<file path="src/hdl/dss_pkg.sv">
// Package for the debug state sequencer: register map, fields, states.
// Assumes a 32-bit APB master and single-cycle comparator event inputs.
package dss_pkg;

   localparam int          ADDR_W      = 8;
   localparam int          DATA_W      = 32;
   localparam int          CHAN_N      = 3;
   localparam int          SCR_W       = 4;

   localparam logic [7:0]  OFS_CTRL    = 8'h00;
   localparam logic [7:0]  OFS_STATE1_CONTROL    = 8'h04;
   localparam logic [7:0]  OFS_STATE2_CONTROL    = 8'h08;
   localparam logic [7:0]  OFS_STATE3_CONTROL    = 8'h0c;
   localparam logic [7:0]  OFS_STATUS  = 8'h10;

   // Control register, low bits of the word
   typedef struct packed {
      logic [2:0] tagEn;      // Bits 5:3, per channel tag mode
      logic       brkEn;      // Bit 2, breakpoint request enable
      logic       rangePair;  // Bit 1, first and second comparator ranged
      logic       arm;        // Bit 0, sequencer armed
   } dss_ctrl_s;

   localparam int          CTRL_W      = $bits(dss_ctrl_s);
   localparam dss_ctrl_s   CTRL_RST    = '0;
   localparam logic [3:0]  SCR_RST     = 4'h0;

   typedef enum logic [2:0] {
      SEQ_IDLE,
      SEQ_STATE1,
      SEQ_STATE2,
      SEQ_STATE3,
      SEQ_FINAL
   } dss_state_e;

   localparam int          STATE_W     = $bits(dss_state_e);

   // Status register: state in bits 2:0, debug mode in bit 3,
   // last channel that reached the final state in bits 5:4
   typedef struct packed {
      logic [1:0] finalChan;
      logic       bdmActive;
      logic [2:0] seqState;
   } dss_status_s;

   localparam int          STATUS_W    = $bits(dss_status_s);

endpackage

</file>
<file path="src/hdl/debug_state_sequencer.sv">
// Debug trigger state sequencer with APB register access.
// Assumes comparator match and tag hit inputs are pulses on ref_clk;
// the debug mode flag is asynchronous and is synchronised here.
//
// Notes on behaviour
// - Three match channels 0,1,2 feed sequencer
// - Four-bit state controls, top bit extends encoding
// - Range pairing disables match channel one
// - Hits leading to final state win first
// - Otherwise lowest-numbered matching channel acts alone
// - Range and data compares belong to channel 0
// - Extended state3: ch0 to state2, ch2 final
// - Extended state1: ch0 goes straight to state3
// - Extended encodings allow per-channel OR forks
// - Channels with equal addresses match independently
// - Legacy state1 code 5: any channel goes to final
// - Tag hit at queue head drives transitions
// - Breakpoint request on entering final state
// - Tagging disabled while background debug active
`timescale 1ns/100ps
`default_nettype none

module dss_debug_state_sequencer
   import dss_pkg::*;
(
   input  wire logic                ref_clk,
   input  wire logic                srst,
   input  wire logic                psel,
   input  wire logic                penable,
   input  wire logic                pwrite,
   input  wire logic [ADDR_W-1:0]   paddr,
   input  wire logic [DATA_W-1:0]   pwdata,
   output logic      [DATA_W-1:0]   prdata,
   output logic                     pready,
   output logic                     pslverr,
   input  wire logic [CHAN_N-1:0]   matchHit,
   input  wire logic [CHAN_N-1:0]   tagHit,
   input  wire logic                backgroundDebugMode,
   output logic                     brkReq,
   output logic                     triggered
);

   // Target of one channel from one state, SEQ_IDLE meaning none
   function automatic dss_state_e chanTarget(
      input dss_state_e  st,
      input logic [3:0]  scr,
      input int          ch
   );
      dss_state_e t;
      t = SEQ_IDLE;
      case (st)
         SEQ_STATE1: begin
            case (scr)
               4'h0: if (ch == 0) t = SEQ_STATE2;
               4'h1: if (ch == 1) t = SEQ_STATE2;
               4'h2: if (ch == 2) t = SEQ_STATE2;
               4'h3: if (ch == 1) t = SEQ_STATE3;
               4'h4: if (ch == 2) t = SEQ_STATE3;
               4'h5: t = SEQ_FINAL;
               4'h6: if (ch == 0) t = SEQ_FINAL;
               4'h7: if (ch == 1) t = SEQ_FINAL;
               4'h8: if (ch == 0) t = SEQ_STATE3;
               4'h9: begin
                  if (ch == 0) t = SEQ_STATE3;
                  else if (ch == 1) t = SEQ_FINAL;
                  else t = SEQ_STATE2;
               end
               default: t = SEQ_IDLE;
            endcase
         end
         SEQ_STATE2: begin
            case (scr)
               4'h0: if (ch == 0) t = SEQ_STATE3;
               4'h1: if (ch == 1) t = SEQ_STATE3;
               4'h2: if (ch == 2) t = SEQ_STATE3;
               4'h3: if (ch == 0) t = SEQ_FINAL;
               4'h4: if (ch == 1) t = SEQ_FINAL;
               4'h5: if (ch == 2) t = SEQ_FINAL;
               4'h6: begin
                  if (ch == 1) t = SEQ_STATE1;
                  else if (ch == 2) t = SEQ_FINAL;
               end
               4'h7: begin
                  if (ch == 0) t = SEQ_STATE1;
                  else if (ch == 2) t = SEQ_STATE3;
               end
               4'h8: begin
                  if (ch == 2) t = SEQ_FINAL;
                  else t = SEQ_STATE1;
               end
               default: t = SEQ_IDLE;
            endcase
         end
         SEQ_STATE3: begin
            case (scr)
               4'h0: if (ch == 0) t = SEQ_FINAL;
               4'h1: if (ch == 1) t = SEQ_FINAL;
               4'h2: if (ch == 2) t = SEQ_FINAL;
               4'h3: if (ch == 0) t = SEQ_STATE1;
               4'h4: if (ch == 1) t = SEQ_STATE1;
               4'h5: if (ch == 2) t = SEQ_STATE1;
               4'h6: if (ch == 0) t = SEQ_STATE2;
               4'h7: begin
                  if (ch == 1) t = SEQ_STATE1;
                  else if (ch == 2) t = SEQ_FINAL;
               end
               4'h8: begin
                  if (ch == 0) t = SEQ_STATE2;
                  else if (ch == 2) t = SEQ_FINAL;
               end
               4'h9: begin
                  if (ch == 0) t = SEQ_STATE2;
                  else if (ch == 1) t = SEQ_STATE1;
                  else t = SEQ_FINAL;
               end
               default: t = SEQ_IDLE;
            endcase
         end
         default: t = SEQ_IDLE;
      endcase
      return t;
   endfunction

   // Register state
   dss_ctrl_s            ctrl;
   dss_ctrl_s            next_ctrl;
   logic [SCR_W-1:0]     state1_control;
   logic [SCR_W-1:0]     next_state1_control;
   logic [SCR_W-1:0]     state2_control;
   logic [SCR_W-1:0]     next_state2_control;
   logic [SCR_W-1:0]     state3_control;
   logic [SCR_W-1:0]     next_state3_control;
   logic [DATA_W-1:0]    next_prdata;
   logic                 next_pready;
   logic                 next_pslverr;

   // Sequencer state
   dss_state_e           seq;
   dss_state_e           next_seq;
   logic [1:0]           finalChan;
   logic [1:0]           next_finalChan;
   logic                 next_brkReq;
   logic                 next_triggered;

   // Debug mode synchroniser
   logic                 bdmMeta;
   logic                 bdmSync;

   // Combinational helpers
   logic [CHAN_N-1:0]    chanEvt;
   logic                 wrEn;
   logic                 access;
   logic                 mapped;
   logic [SCR_W-1:0]     curScr;
   dss_state_e           tgt;
   dss_state_e           chanT;
   logic                 gotFinal;
   dss_status_s          status;

   always_comb begin
      // Channel events: tag hit or plain match per channel
      for (int i = 0; i < CHAN_N; i++) begin
         if (ctrl.tagEn[i]) begin
            chanEvt[i] = tagHit[i] & ~bdmSync;
         end else begin
            chanEvt[i] = matchHit[i];
         end
      end
      // Ranged pair lives on channel 0; channel 1 is silenced
      if (ctrl.rangePair) begin
         chanEvt[1] = 1'b0;
      end

      case (seq)
         SEQ_STATE1: curScr = state1_control;
         SEQ_STATE2: curScr = state2_control;
         SEQ_STATE3: curScr = state3_control;
         default:    curScr = SCR_RST;
      endcase

      // Final-state hits first, else lowest channel with a move
      tgt            = SEQ_IDLE;
      chanT          = SEQ_IDLE;
      gotFinal       = 1'b0;
      next_finalChan = finalChan;
      for (int i = CHAN_N - 1; i >= 0; i--) begin
         chanT = chanTarget(seq, curScr, i);
         if (chanEvt[i] && chanT != SEQ_IDLE) begin
            if (chanT == SEQ_FINAL) begin
               gotFinal       = 1'b1;
               next_finalChan = 2'(i);
            end else begin
               tgt = chanT;
            end
         end
      end
      if (gotFinal) begin
         tgt = SEQ_FINAL;
      end

      // Sequencer walk
      next_brkReq = 1'b0;
      case (seq)
         SEQ_IDLE: begin
            next_seq = ctrl.arm ? SEQ_STATE1 : SEQ_IDLE;
         end
         SEQ_STATE1, SEQ_STATE2, SEQ_STATE3: begin
            if (!ctrl.arm) begin
               next_seq = SEQ_IDLE;
            end else if (tgt != SEQ_IDLE) begin
               next_seq    = tgt;
               next_brkReq = (tgt == SEQ_FINAL) & ctrl.brkEn;
            end else begin
               next_seq = seq;
            end
         end
         SEQ_FINAL: begin
            next_seq = ctrl.arm ? SEQ_FINAL : SEQ_IDLE;
         end
         default: next_seq = SEQ_IDLE;
      endcase
      next_triggered = (next_seq == SEQ_FINAL);
   end

   // APB slave: one wait state, then answer
   always_comb begin
      access = psel & penable & ~pready;
      wrEn   = access & pwrite;
      mapped = (paddr == OFS_CTRL) || (paddr == OFS_STATE1_CONTROL) ||
               (paddr == OFS_STATE2_CONTROL) || (paddr == OFS_STATE3_CONTROL) ||
               (paddr == OFS_STATUS);
      status.finalChan = finalChan;
      status.bdmActive = bdmSync;
      status.seqState  = seq;

      next_ctrl           = ctrl;
      next_state1_control = state1_control;
      next_state2_control = state2_control;
      next_state3_control = state3_control;
      next_pready         = access;
      next_pslverr        = access & ~mapped;
      next_prdata         = '0;
      if (wrEn) begin
         case (paddr)
            OFS_CTRL: next_ctrl = dss_ctrl_s'(pwdata[CTRL_W-1:0]);
            OFS_STATE1_CONTROL: next_state1_control = pwdata[SCR_W-1:0];
            OFS_STATE2_CONTROL: next_state2_control = pwdata[SCR_W-1:0];
            OFS_STATE3_CONTROL: next_state3_control = pwdata[SCR_W-1:0];
            default:  next_ctrl = ctrl;
         endcase
      end
      if (access && !pwrite) begin
         case (paddr)
            OFS_CTRL:   next_prdata[CTRL_W-1:0]   = ctrl;
            OFS_STATE1_CONTROL:   next_prdata[SCR_W-1:0]    = state1_control;
            OFS_STATE2_CONTROL:   next_prdata[SCR_W-1:0]    = state2_control;
            OFS_STATE3_CONTROL:   next_prdata[SCR_W-1:0]    = state3_control;
            OFS_STATUS: next_prdata[STATUS_W-1:0] = status;
            default:    next_prdata = '0;
         endcase
      end
   end

   // Debug mode synchroniser, only the second flop is read
   always_ff @(posedge ref_clk) begin
      bdmMeta <= backgroundDebugMode;
      bdmSync <= bdmMeta;
   end

   // Register file and APB answer
   always_ff @(posedge ref_clk) begin
      if (srst) begin
         ctrl           <= CTRL_RST;
         state1_control <= SCR_RST;
         state2_control <= SCR_RST;
         state3_control <= SCR_RST;
         prdata         <= '0;
         pready         <= 1'b0;
         pslverr        <= 1'b0;
      end else begin
         ctrl           <= next_ctrl;
         state1_control <= next_state1_control;
         state2_control <= next_state2_control;
         state3_control <= next_state3_control;
         prdata         <= next_prdata;
         pready         <= next_pready;
         pslverr        <= next_pslverr;
      end
   end

   // Sequencer state and trigger outputs
   always_ff @(posedge ref_clk) begin
      if (srst) begin
         seq            <= SEQ_IDLE;
         finalChan      <= '0;
         brkReq         <= 1'b0;
         triggered      <= 1'b0;
      end else begin
         seq            <= next_seq;
         finalChan      <= next_finalChan;
         brkReq         <= next_brkReq;
         triggered      <= next_triggered;
      end
   end

endmodule

`default_nettype wire

</file>
<file path="config.mk">
export PLATFORM = sky130hd
export DESIGN_NAME = dss_debug_state_sequencer
export DESIGN_NICKNAME = d
export VERILOG_FILES = /design/src/hdl/dss_pkg.sv /design/src/hdl/debug_state_sequencer.sv
export SDC_FILE = /design/constraint.sdc
export NUM_CORES = 1
export LEC_CHECK = 0
export BUFFER_PORTS_ARGS = -buffer_cell sky130_fd_sc_hd__buf_4
export CAP_MARGIN = 10
export CORE_ASPECT_RATIO = 2
export CORE_MARGIN = 5
export CORE_UTILIZATION = 50
export DETAILED_ROUTE_END_ITERATION = 10
export PLACE_DENSITY_LB_ADDON = 0.15
export SLEW_MARGIN = 25
export SYNTH_ARGS = -nofsm -noshare
export SYNTH_HDL_FRONTEND = slang
export SYNTH_SLANG_ARGS = --single-unit
</file>
<file path="constraint.sdc">
create_clock -name ref_clk -period 4.3 [get_ports ref_clk]
set_input_delay 0.86 -clock ref_clk [delete_from_list [all_inputs] [get_ports ref_clk]]
set_output_delay 0.86 -clock ref_clk [all_outputs]
set_load 0.05 [all_outputs]
</file>
# After elaboration in Yosys (flattened, before gate mapping)
# Index checks and enable logic that the tools add are counted.
[word_totals] ff_bits=61 inputBits=52 out_inout_bits=36 wordCells=131
[op_classes] eq_ne=22 muxes=43 bitwise_logic=15 n_reduce_logical=34
[ops] operator="$pmux W3 S3" n=10
[ops] operator="$mux W3" n=10
[ops] operator="$pmux W4 S5" n=1
[ops] operator="$eq A3 B3 Y1 const B" n=6
[ops] operator="$pmux W3 S2" n=3
[ops] operator="$eq A4 B3 Y1 const B" n=4
[ops] operator="$eq A8 B4 Y1 const B" n=2
[ops] operator="$reduce_or A3 Y1" n=5
[ops] operator="$reduce_or A2 Y1" n=7
[ops] operator="$mux W2" n=6
[ops] operator="$pmux W4 S3" n=1
[ops] operator="$reduce_bool A3 Y1" n=4
[ops] operator="$mux W1" n=11
[ops] operator="$and A1 B1 Y1" n=8
[ops] operator="$eq A4 B2 Y1 const B" n=2
[ops] operator="$eq A4 B4 Y1 const B" n=2
[ops] operator="$eq A8 B3 Y1 const B" n=1
[ops] operator="$eq A8 B5 Y1 const B" n=1
[ops] operator="$logic_not A8 Y1" n=1
[ops] operator="$reduce_and A2 Y1" n=4
[ops] operator="$reduce_or A4 Y1" n=2
[ops] operator="$not A1 Y1" n=7
[ops] operator="$eq A3 B2 Y1 const B" n=2
[ops] operator="$eq A4 B1 Y1 const B" n=1
[ops] operator="other kinds (7)" n=13

# Logic depth before layout (Yosys ltp)
# Gate-level depths: netlist of the first run.
[logic_depth] depth_word=19 ltp_mapped=10

# Worst setup path after synthesis of the first run
# No wires, ideal clock.
[synth_timing] kind="input port to flip-flop" start="input paddr[0]" end="register state2_control[0]" arrival_time_ns=2.437 required_time_ns=4.172 slack_ns=1.736 stages=6 n_path_buf=0 path_cell_list="or4_1 nor3_2 nand3_1 nor2_1 mux2i_1 nor2_1"
[synth_via] elab_chain_len=2
[synth_lines] element="from (decl)" line_no="debug_state_sequencer.sv:31" rtl="input wire logic [ADDR_W-1:0] paddr,"
[synth_lines] element="$eq A8 B4 Y1" line_no="debug_state_sequencer.sv:244" rtl="case (paddr)"
[synth_lines] element="$reduce_and A2 Y1 (no line)"
[synth_lines] element="to (signal assigned)" line_no="debug_state_sequencer.sv:283" rtl="state2_control <= next_state2_control;"
[synth_lines] element="to (decl)" line_no="debug_state_sequencer.sv:129" rtl="logic [SCR_W-1:0] state2_control;"
# No other way between the ends.
# A chain may end at the register's enable or synchronous reset.

# Worst setup path after layout of the first run
[layout_timing] start="register seq[1]" end="register seq[0]"
[layout_via] elab_chain_len=18 elab_cells_between_ends=66 classes_between="eq/ne (16); mux (29); reduce/logical (21)"
[layout_lines] element="from (decl)" line_no="debug_state_sequencer.sv:138" rtl="dss_state_e seq;"
[layout_lines] element="from (signal assigned)" line_no="debug_state_sequencer.sv:299" rtl="seq <= next_seq;"
[layout_lines] element="$eq A3 B2 Y1 or $eq A3 B1 Y1 (tied branches)" line_no="debug_state_sequencer.sv:51, debug_state_sequencer.sv:174, debug_state_sequencer.sv:203"
[layout_lines] element="$pmux W4 S3" line_no="debug_state_sequencer.sv:174" rtl="case (seq)"
[layout_lines] element="$eq A4 B4 Y1, or another cell as far along" line_no="debug_state_sequencer.sv:53, debug_state_sequencer.sv:95"
[layout_lines] element="$reduce_or A4 Y1 (no line), or another cell as far along"
[layout_lines] element="$pmux W3 S2, or another cell as far along" line_no="debug_state_sequencer.sv:95" rtl="case (scr)"
[layout_lines] element="$pmux W3 S3" line_no="debug_state_sequencer.sv:51" rtl="case (st)"
[layout_lines] element="$eq A3 B3 Y1 or $reduce_bool A3 Y1 (tied branches)" line_no="debug_state_sequencer.sv:189, debug_state_sequencer.sv:188"
[layout_lines] element="$mux W3, or another cell as far along" line_no="debug_state_sequencer.sv:189" rtl="if (chanT == SEQ_FINAL) begin"
[layout_lines] element="[2 not listed]"
[layout_lines] element="$mux W3 or $mux W1 (tied branches)" line_no="debug_state_sequencer.sv:188" rtl="if (chanEvt[i] && chanT != SEQ_IDLE) begin"
[layout_lines] element="$mux W3 or $mux W1 (tied branches)" line_no="debug_state_sequencer.sv:189"
[layout_lines] element="$mux W3 or $mux W1 (tied branches)" line_no="debug_state_sequencer.sv:188"
[layout_lines] element="$mux W3" line_no="debug_state_sequencer.sv:197" rtl="if (gotFinal) begin"
[layout_lines] element="$reduce_bool A3 Y1" line_no="debug_state_sequencer.sv:210" rtl="end else if (tgt != SEQ_IDLE) begin"
[layout_lines] element="$mux W3" line_no="debug_state_sequencer.sv:210"
[layout_lines] element="$mux W3" line_no="debug_state_sequencer.sv:208" rtl="if (!ctrl.arm) begin"
[layout_lines] element="$pmux W3 S3 (*)" line_no="debug_state_sequencer.sv:203" rtl="case (seq)"
# Mark *: on every way between the ends. The rest lies on a longest branch, timed or not.

==> flow_summary.ini, run 1 <==
[worst_setup_path]
crit_arrival_ns = 3.11
worstReg2RegEnd = seq[0]
rrSetupSlack_ns = 1.36
crit_fanout = 28
cp-end-kind = register
crit_type = register to register
start_kind = register
r2r_start = seq[1]
required_ns = 4.48
ff2ff_path_depth = 7

[synthesis]
syn_inst = 283
async_flop_share = 0
seq_area_frac_synth = 0.291
synth_edf_count = 0
synth_area_leaders = dfxtp_1 29%, buf_4 8.7%, mux2i_1 7.1%
netlist.area_leader.share = 0.291
syn_area_um2 = 2410
synth-main-ff-cell = dfxtp_1
ys_warn_count = 0
synth_largest_area_cell = dfxtp_1
synth.avg_cell_area_um2 = 8.51
synth_cell_types = 66
ys_ff_latch = 35

[global_route]
grt_antenna_before_repair = 0
globalRoute.totalOverflow = 0
track_usage = 0.208
grt_pass1_wl_mm = 9.98
grt_max_degree = 29
grt_pass1_vias = 2154

[detailed_routing]
first_pass_iters = 4
route.met2.wl_mm = 3.71
drt_iter0_drc = 79
drcViolationCount = 0
wl_met3_um = 369
routed_wirelength_mm = 6.60
routed_via_density = 6.00
met1_length_mm = 2.23
vias = 2190
top_layer_used = met4
drtAntennaViolNets = 0
wl_per_cell_um = 18.1

[hold_path]
hold_class = register to register
hp-start = bdmMeta
holdPathStages = 0
min_to = bdmSync

[run_status]
outcome = finished, final reports clean

[layout]
fin_util = 0.570
n_antenna_cell = 0
drive_gt1_frac = 0.203
fin_nets = 361
final_area_um2 = 2650
area_delta_synth_final_pct = 9.92

[floorplanning]
rows = 35
die_w_um = 59.1
io_pins = 88
fp.dieArea_um2 = 6390
start_util = 0.519
die_y_um = 108
core-area_um2 = 4640

[sta]
clock_skew_ns = 0.00449
hold_ws_ns = 0.333
tightest_slew_ns = 1.01
relSlewSlack = 0.326
hold_viol = 0
finalCritPeriodShare = 0.683
drv_slew = 0
fmax_mhz = 340
layout_min_cycle_time_ns = 2.94
setup_violations = 0
final.setup.worst_slack_ns = 1.36
setup_tns_ns = 0
rsz0062_at_grt = false

[clocking]
insertion_delay_ns = 0.28
cts-resized-gates = 0
clk_path_buf_depth = 2
clkTransAtPathRegs_ns = 0.08
htreeDepth = 2
cts_hold_buffers = 0
cts.sinks = 35
cts-root-buf = clkbuf_8
post_cts_buffers = 0
cts_tree = done
numCtsBuffers = 5

[power]
cellLeakagePower_uw = 0.00103
power_density_nw_per_um2 = 254
vdd_drop_max_v = 0.000208

[placed_design]
gp_congestion = 0.889
port_buffers = 35
dp_hpwl_mm = 5.15
placed_area_um2 = 2550
pre_cts_slack_ns = 1.37

[job]
drv_cap = 0
## layout by cell type (no fill, tap or decap), drive strengths merged, types with 7 or more instances in the layout
cell / instances
a21oi: 11
a22o: 8
buf: 36
clkbuf: 7
conb: 26
dfxtp: 35
mux2: 7
mux2i: 17
nand2: 19
nand2b: 7
nand3: 12
nor2: 32
nor3: 8
## routing by layer
metal / vias to the layer above / GRT usage
met3: 27 / 0.0346
met4: 0 / 0.133
met5: - / 0
met1: 1024 / 0.195
li1: 1044 / -
met2: 95 / 0.390
## cell type report
| type | count | area (µm²) |
|---|---|---|
| Clock buffer | 7 | 86.3 |
| Clock inverter | 1 | 8.76 |
| Fill cell | 468 | 1990 |
| Inverter | 6 | 22.5 |
| Multi-Input combinational cell | 225 | 1490 |
| Sequential cell | 35 | 701 |
| Tap cell | 55 | 68.8 |
| Timing Repair Buffer | 36 | 270 |
## critical path, cell delays in order (launching register included)
cell	delay [ns]
dfxtp_1	0.99
nor2b_4	0.18
a22oi_2	0.54
nor4_1	0.16
and2_1	0.19
o31ai_1	0.30
o211ai_1	0.17
a32o_1	0.29
## registers in the layout, indices dropped and copies added (netlist names)
name / cells
pslverr: 1
state3_control: 4
state2_control: 4
prdata: 6
bdmSync: 1
ctrl: 6
seq: 3
triggered: 1
bdmMeta: 1
state1_control: 4
brkReq: 1
finalChan: 2
pready: 1
## through the flow
step / power (µW) / instances
after floorplan: 418 / 308
after global placement: 426 / 357
after detailed placement: 426 / 357
after CTS: 673 / 365
after global routing: 692 / 365
final: 672 / 365
## cells by family (layout without fill, tap and decap cells)
kind of cell           Yosys count  in the layout  share of synthesized area
AO/OA/AOI/OAI                   62             62                      0.202
other                            1             26                    0.00156
XOR/XNOR                         1              1                    0.00364
buffers and inverters           48             50                      0.129
multiplexers                    24             24                      0.106
AND/OR/NAND/NOR                112            112                      0.266
flip-flops                      35             35                      0.291
## cell usage after synthesis (all sizes together) (2+ instances only)
master   n
nor4     2
a222oi   4
nand3b   4
nand2   19
dfxtp   35
mux2     7
nand3   12
buf     34
nor3b    2
nand4    6
a21boi   3
and3b    3
inv      6
a32oi    2
a22oi    3
a31oi    3
nor3     8
nor2    32
mux2i   17
o32ai    2
nand4b   2
o21ai    5
and4     2
or4      2
clkbuf   8
a41oi    2
o22ai    2
nor2b    4
a22o     8
a21oi   11
nand2b   7
o211ai   2
o31ai    4
## power breakdown
part           leakage (µW)  internal (µW)  switching (µW)  total (µW)
logic              0.000696           20.6            71.1        91.8
clock network     0.0000484            131             122         253
registers          0.000283            326            1.29         327
## worst max path at each step
stage	from	end	slack, ns	cells past startpoint
3_3_place_gp	paddr[0]	state2_control[3]	1.36	7
5_1_grt	seq[1]	seq[0]	1.15	7
3_5_place_dp	paddr[0]	state2_control[1]	1.37	7
6_report	seq[1]	seq[0]	1.36	7
2_1_floorplan	paddr[0]	state2_control[0]	1.74	6
4_1_cts	seq[1]	seq[0]	1.42	7
Power figures use the tool's default switching activity.
==> run 2, diff against run 1 <==
==> constraint.sdc (replaced) <==
create_clock -name ref_clk -period 2.9 [get_ports ref_clk]
set_input_delay 0.58 -clock ref_clk [delete_from_list [all_inputs] [get_ports ref_clk]]
set_output_delay 0.58 -clock ref_clk [all_outputs]
set_load 0.05 [all_outputs]
==> run 2 against run 1 <==
Register-to-register slack got worse by 1.2 ns. Clock skew increased by 0.0041 ns. Design area increased by 3.1%. Wire length up 0.97%. Largest cell class unchanged. Clock power increased by 80%. Setup slack got worse by 1.2 ns. Highest routed layer unchanged. Global-route usage up 0.60 points. Worst hold slack gained 0.011 ns. Non-clock buffer count rose by 8. Power is 61% higher. Critical path depth is the same. Maximum frequency increased by 9.1%. Critical endpoint unchanged.
==> flow_summary.ini, run 2 (synthesis gave the netlist of run 1 again) <==
[run_status]
outcome = finished, final reports clean

[clocking]
cts-resized-gates = 0
cts-root-buf = clkbuf_8
numCtsBuffers = 5
htreeDepth = 2
insertion_delay_ns = 0.29
clkTransAtPathRegs_ns = 0.08
cts.sinks = 35
cts_tree = done
clk_path_buf_depth = 2
cts_hold_buffers = 0
post_cts_buffers = 0

[detailed_routing]
first_pass_iters = 4
drcViolationCount = 0
wl_per_cell_um = 17.9
drt_iter0_drc = 94
drtAntennaViolNets = 0
routed_wirelength_mm = 6.67
routed_via_density = 6.06
vias = 2259

[floorplanning]
die_y_um = 108
io_pins = 88
start_util = 0.519
rows = 35
core-area_um2 = 4640
die_w_um = 59.1
fp.dieArea_um2 = 6390

[sta]
drv_slew = 0
layout_min_cycle_time_ns = 2.69
fmax_mhz = 371
setup_violations = 0
relSlewSlack = 0.564
finalCritPeriodShare = 0.929
rsz0062_at_grt = false
clock_skew_ns = 0.00857
setup_tns_ns = 0
hold_viol = 0
tightest_slew_ns = 0.653

[hold_path]
hold_class = register to register

[layout]
reg.largest.list = ctrl x6, prdata x6
n_antenna_cell = 0
mostFrequentLayoutCell = buf_4
fin_nets = 369
final_cell_mix = 44 x buf_4, 35 x dfxtp_1, 31 x nor2_1
area_delta_synth_final_pct = 13.4
drive_gt1_frac = 0.226

[worst_setup_path]
crit_fanout = 13
start_kind = register
cp-end-kind = register
crit_arrival_ns = 2.88
rrSetupSlack_ns = 0.21
required_ns = 3.08
crit_type = register to register

[power]
power_density_nw_per_um2 = 395
vdd_drop_max_v = 0.000473
power.total_uw = 1080
cellLeakagePower_uw = 0.00108

[placed_design]
gp_congestion = 0.931
port_buffers = 35
dp_hpwl_mm = 5.33

[global_route]
grt_max_degree = 23
grt_pass1_vias = 2228
grt_antenna_before_repair = 0
track_usage = 0.214
grt_pass1_wl_mm = 10.5
globalRoute.totalOverflow = 0

[job]
drv_cap = 0
==> run 2: path summary, 6_finish.rpt <==
kind              startpoint      end  depth (start not counted)
setup reg to reg      seq[0]   seq[0]                          7
hold / removal       bdmMeta  bdmSync                          0
hold reg to reg      bdmMeta  bdmSync                          0
setup / recovery      seq[0]   seq[0]                          7
==> run 2: final cells by class <==
class / instances / area (µm²)
clock buffer: 6 / 82.6
clock inverter: 2 / 35.0
fill: 462 / 1910
inverter: 6 / 22.5
multi-input combinational: 225 / 1490
sequential: 35 / 701
tap: 55 / 68.8
timing repair buffer: 44 / 330
==> run 2: worst max-delay path, stage by stage (launching register included) <==
cell	delay (ns)
dfxtp_1	0.64
mux2_2	0.44
a21boi_1	0.49
or4_1	0.19
a21boi_1	0.06
o31ai_1	0.30
o211ai_1	0.17
a32o_1	0.29
==> run 2: layer usage <==
metal  track usage  part of all wire  up-vias
li1              -                 -     1061
met4         0.123             0.049        0
met2         0.407              0.56       84
met3        0.0275             0.057       27
met5             0                 0        -
met1         0.207              0.33     1087
==> run 2: metrics by stage <==
stage / std cells / instance area [µm²] / util / hold slack (ns) / worst slack (ns)
finish: 373 / 2730 / 0.588 / 0.344 / 0.207
global route: 373 / 2730 / 0.588 / 0.358 / 0.130
CTS: 373 / 2730 / 0.588 / 0.342 / 0.280
detailed placement: 365 / 2610 / 0.563 / 0.319 / 0.305
global placement: 365 / 2610 / 0.563 / 0.317 / 0.303
floorplan: 308 / 2500 / - / 0.310 / 0.616
==> run 2: power breakdown <==
part | switching, µW | internal [µW] | leakage, µW | total (µW)
combinational | 106 | 31.7 | 0.000736 | 138
clock | 178 | 278 | 0.0000612 | 456
sequential | 1.94 | 483 | 0.000283 | 485
total | 286 | 793 | 0.00108 | 1080
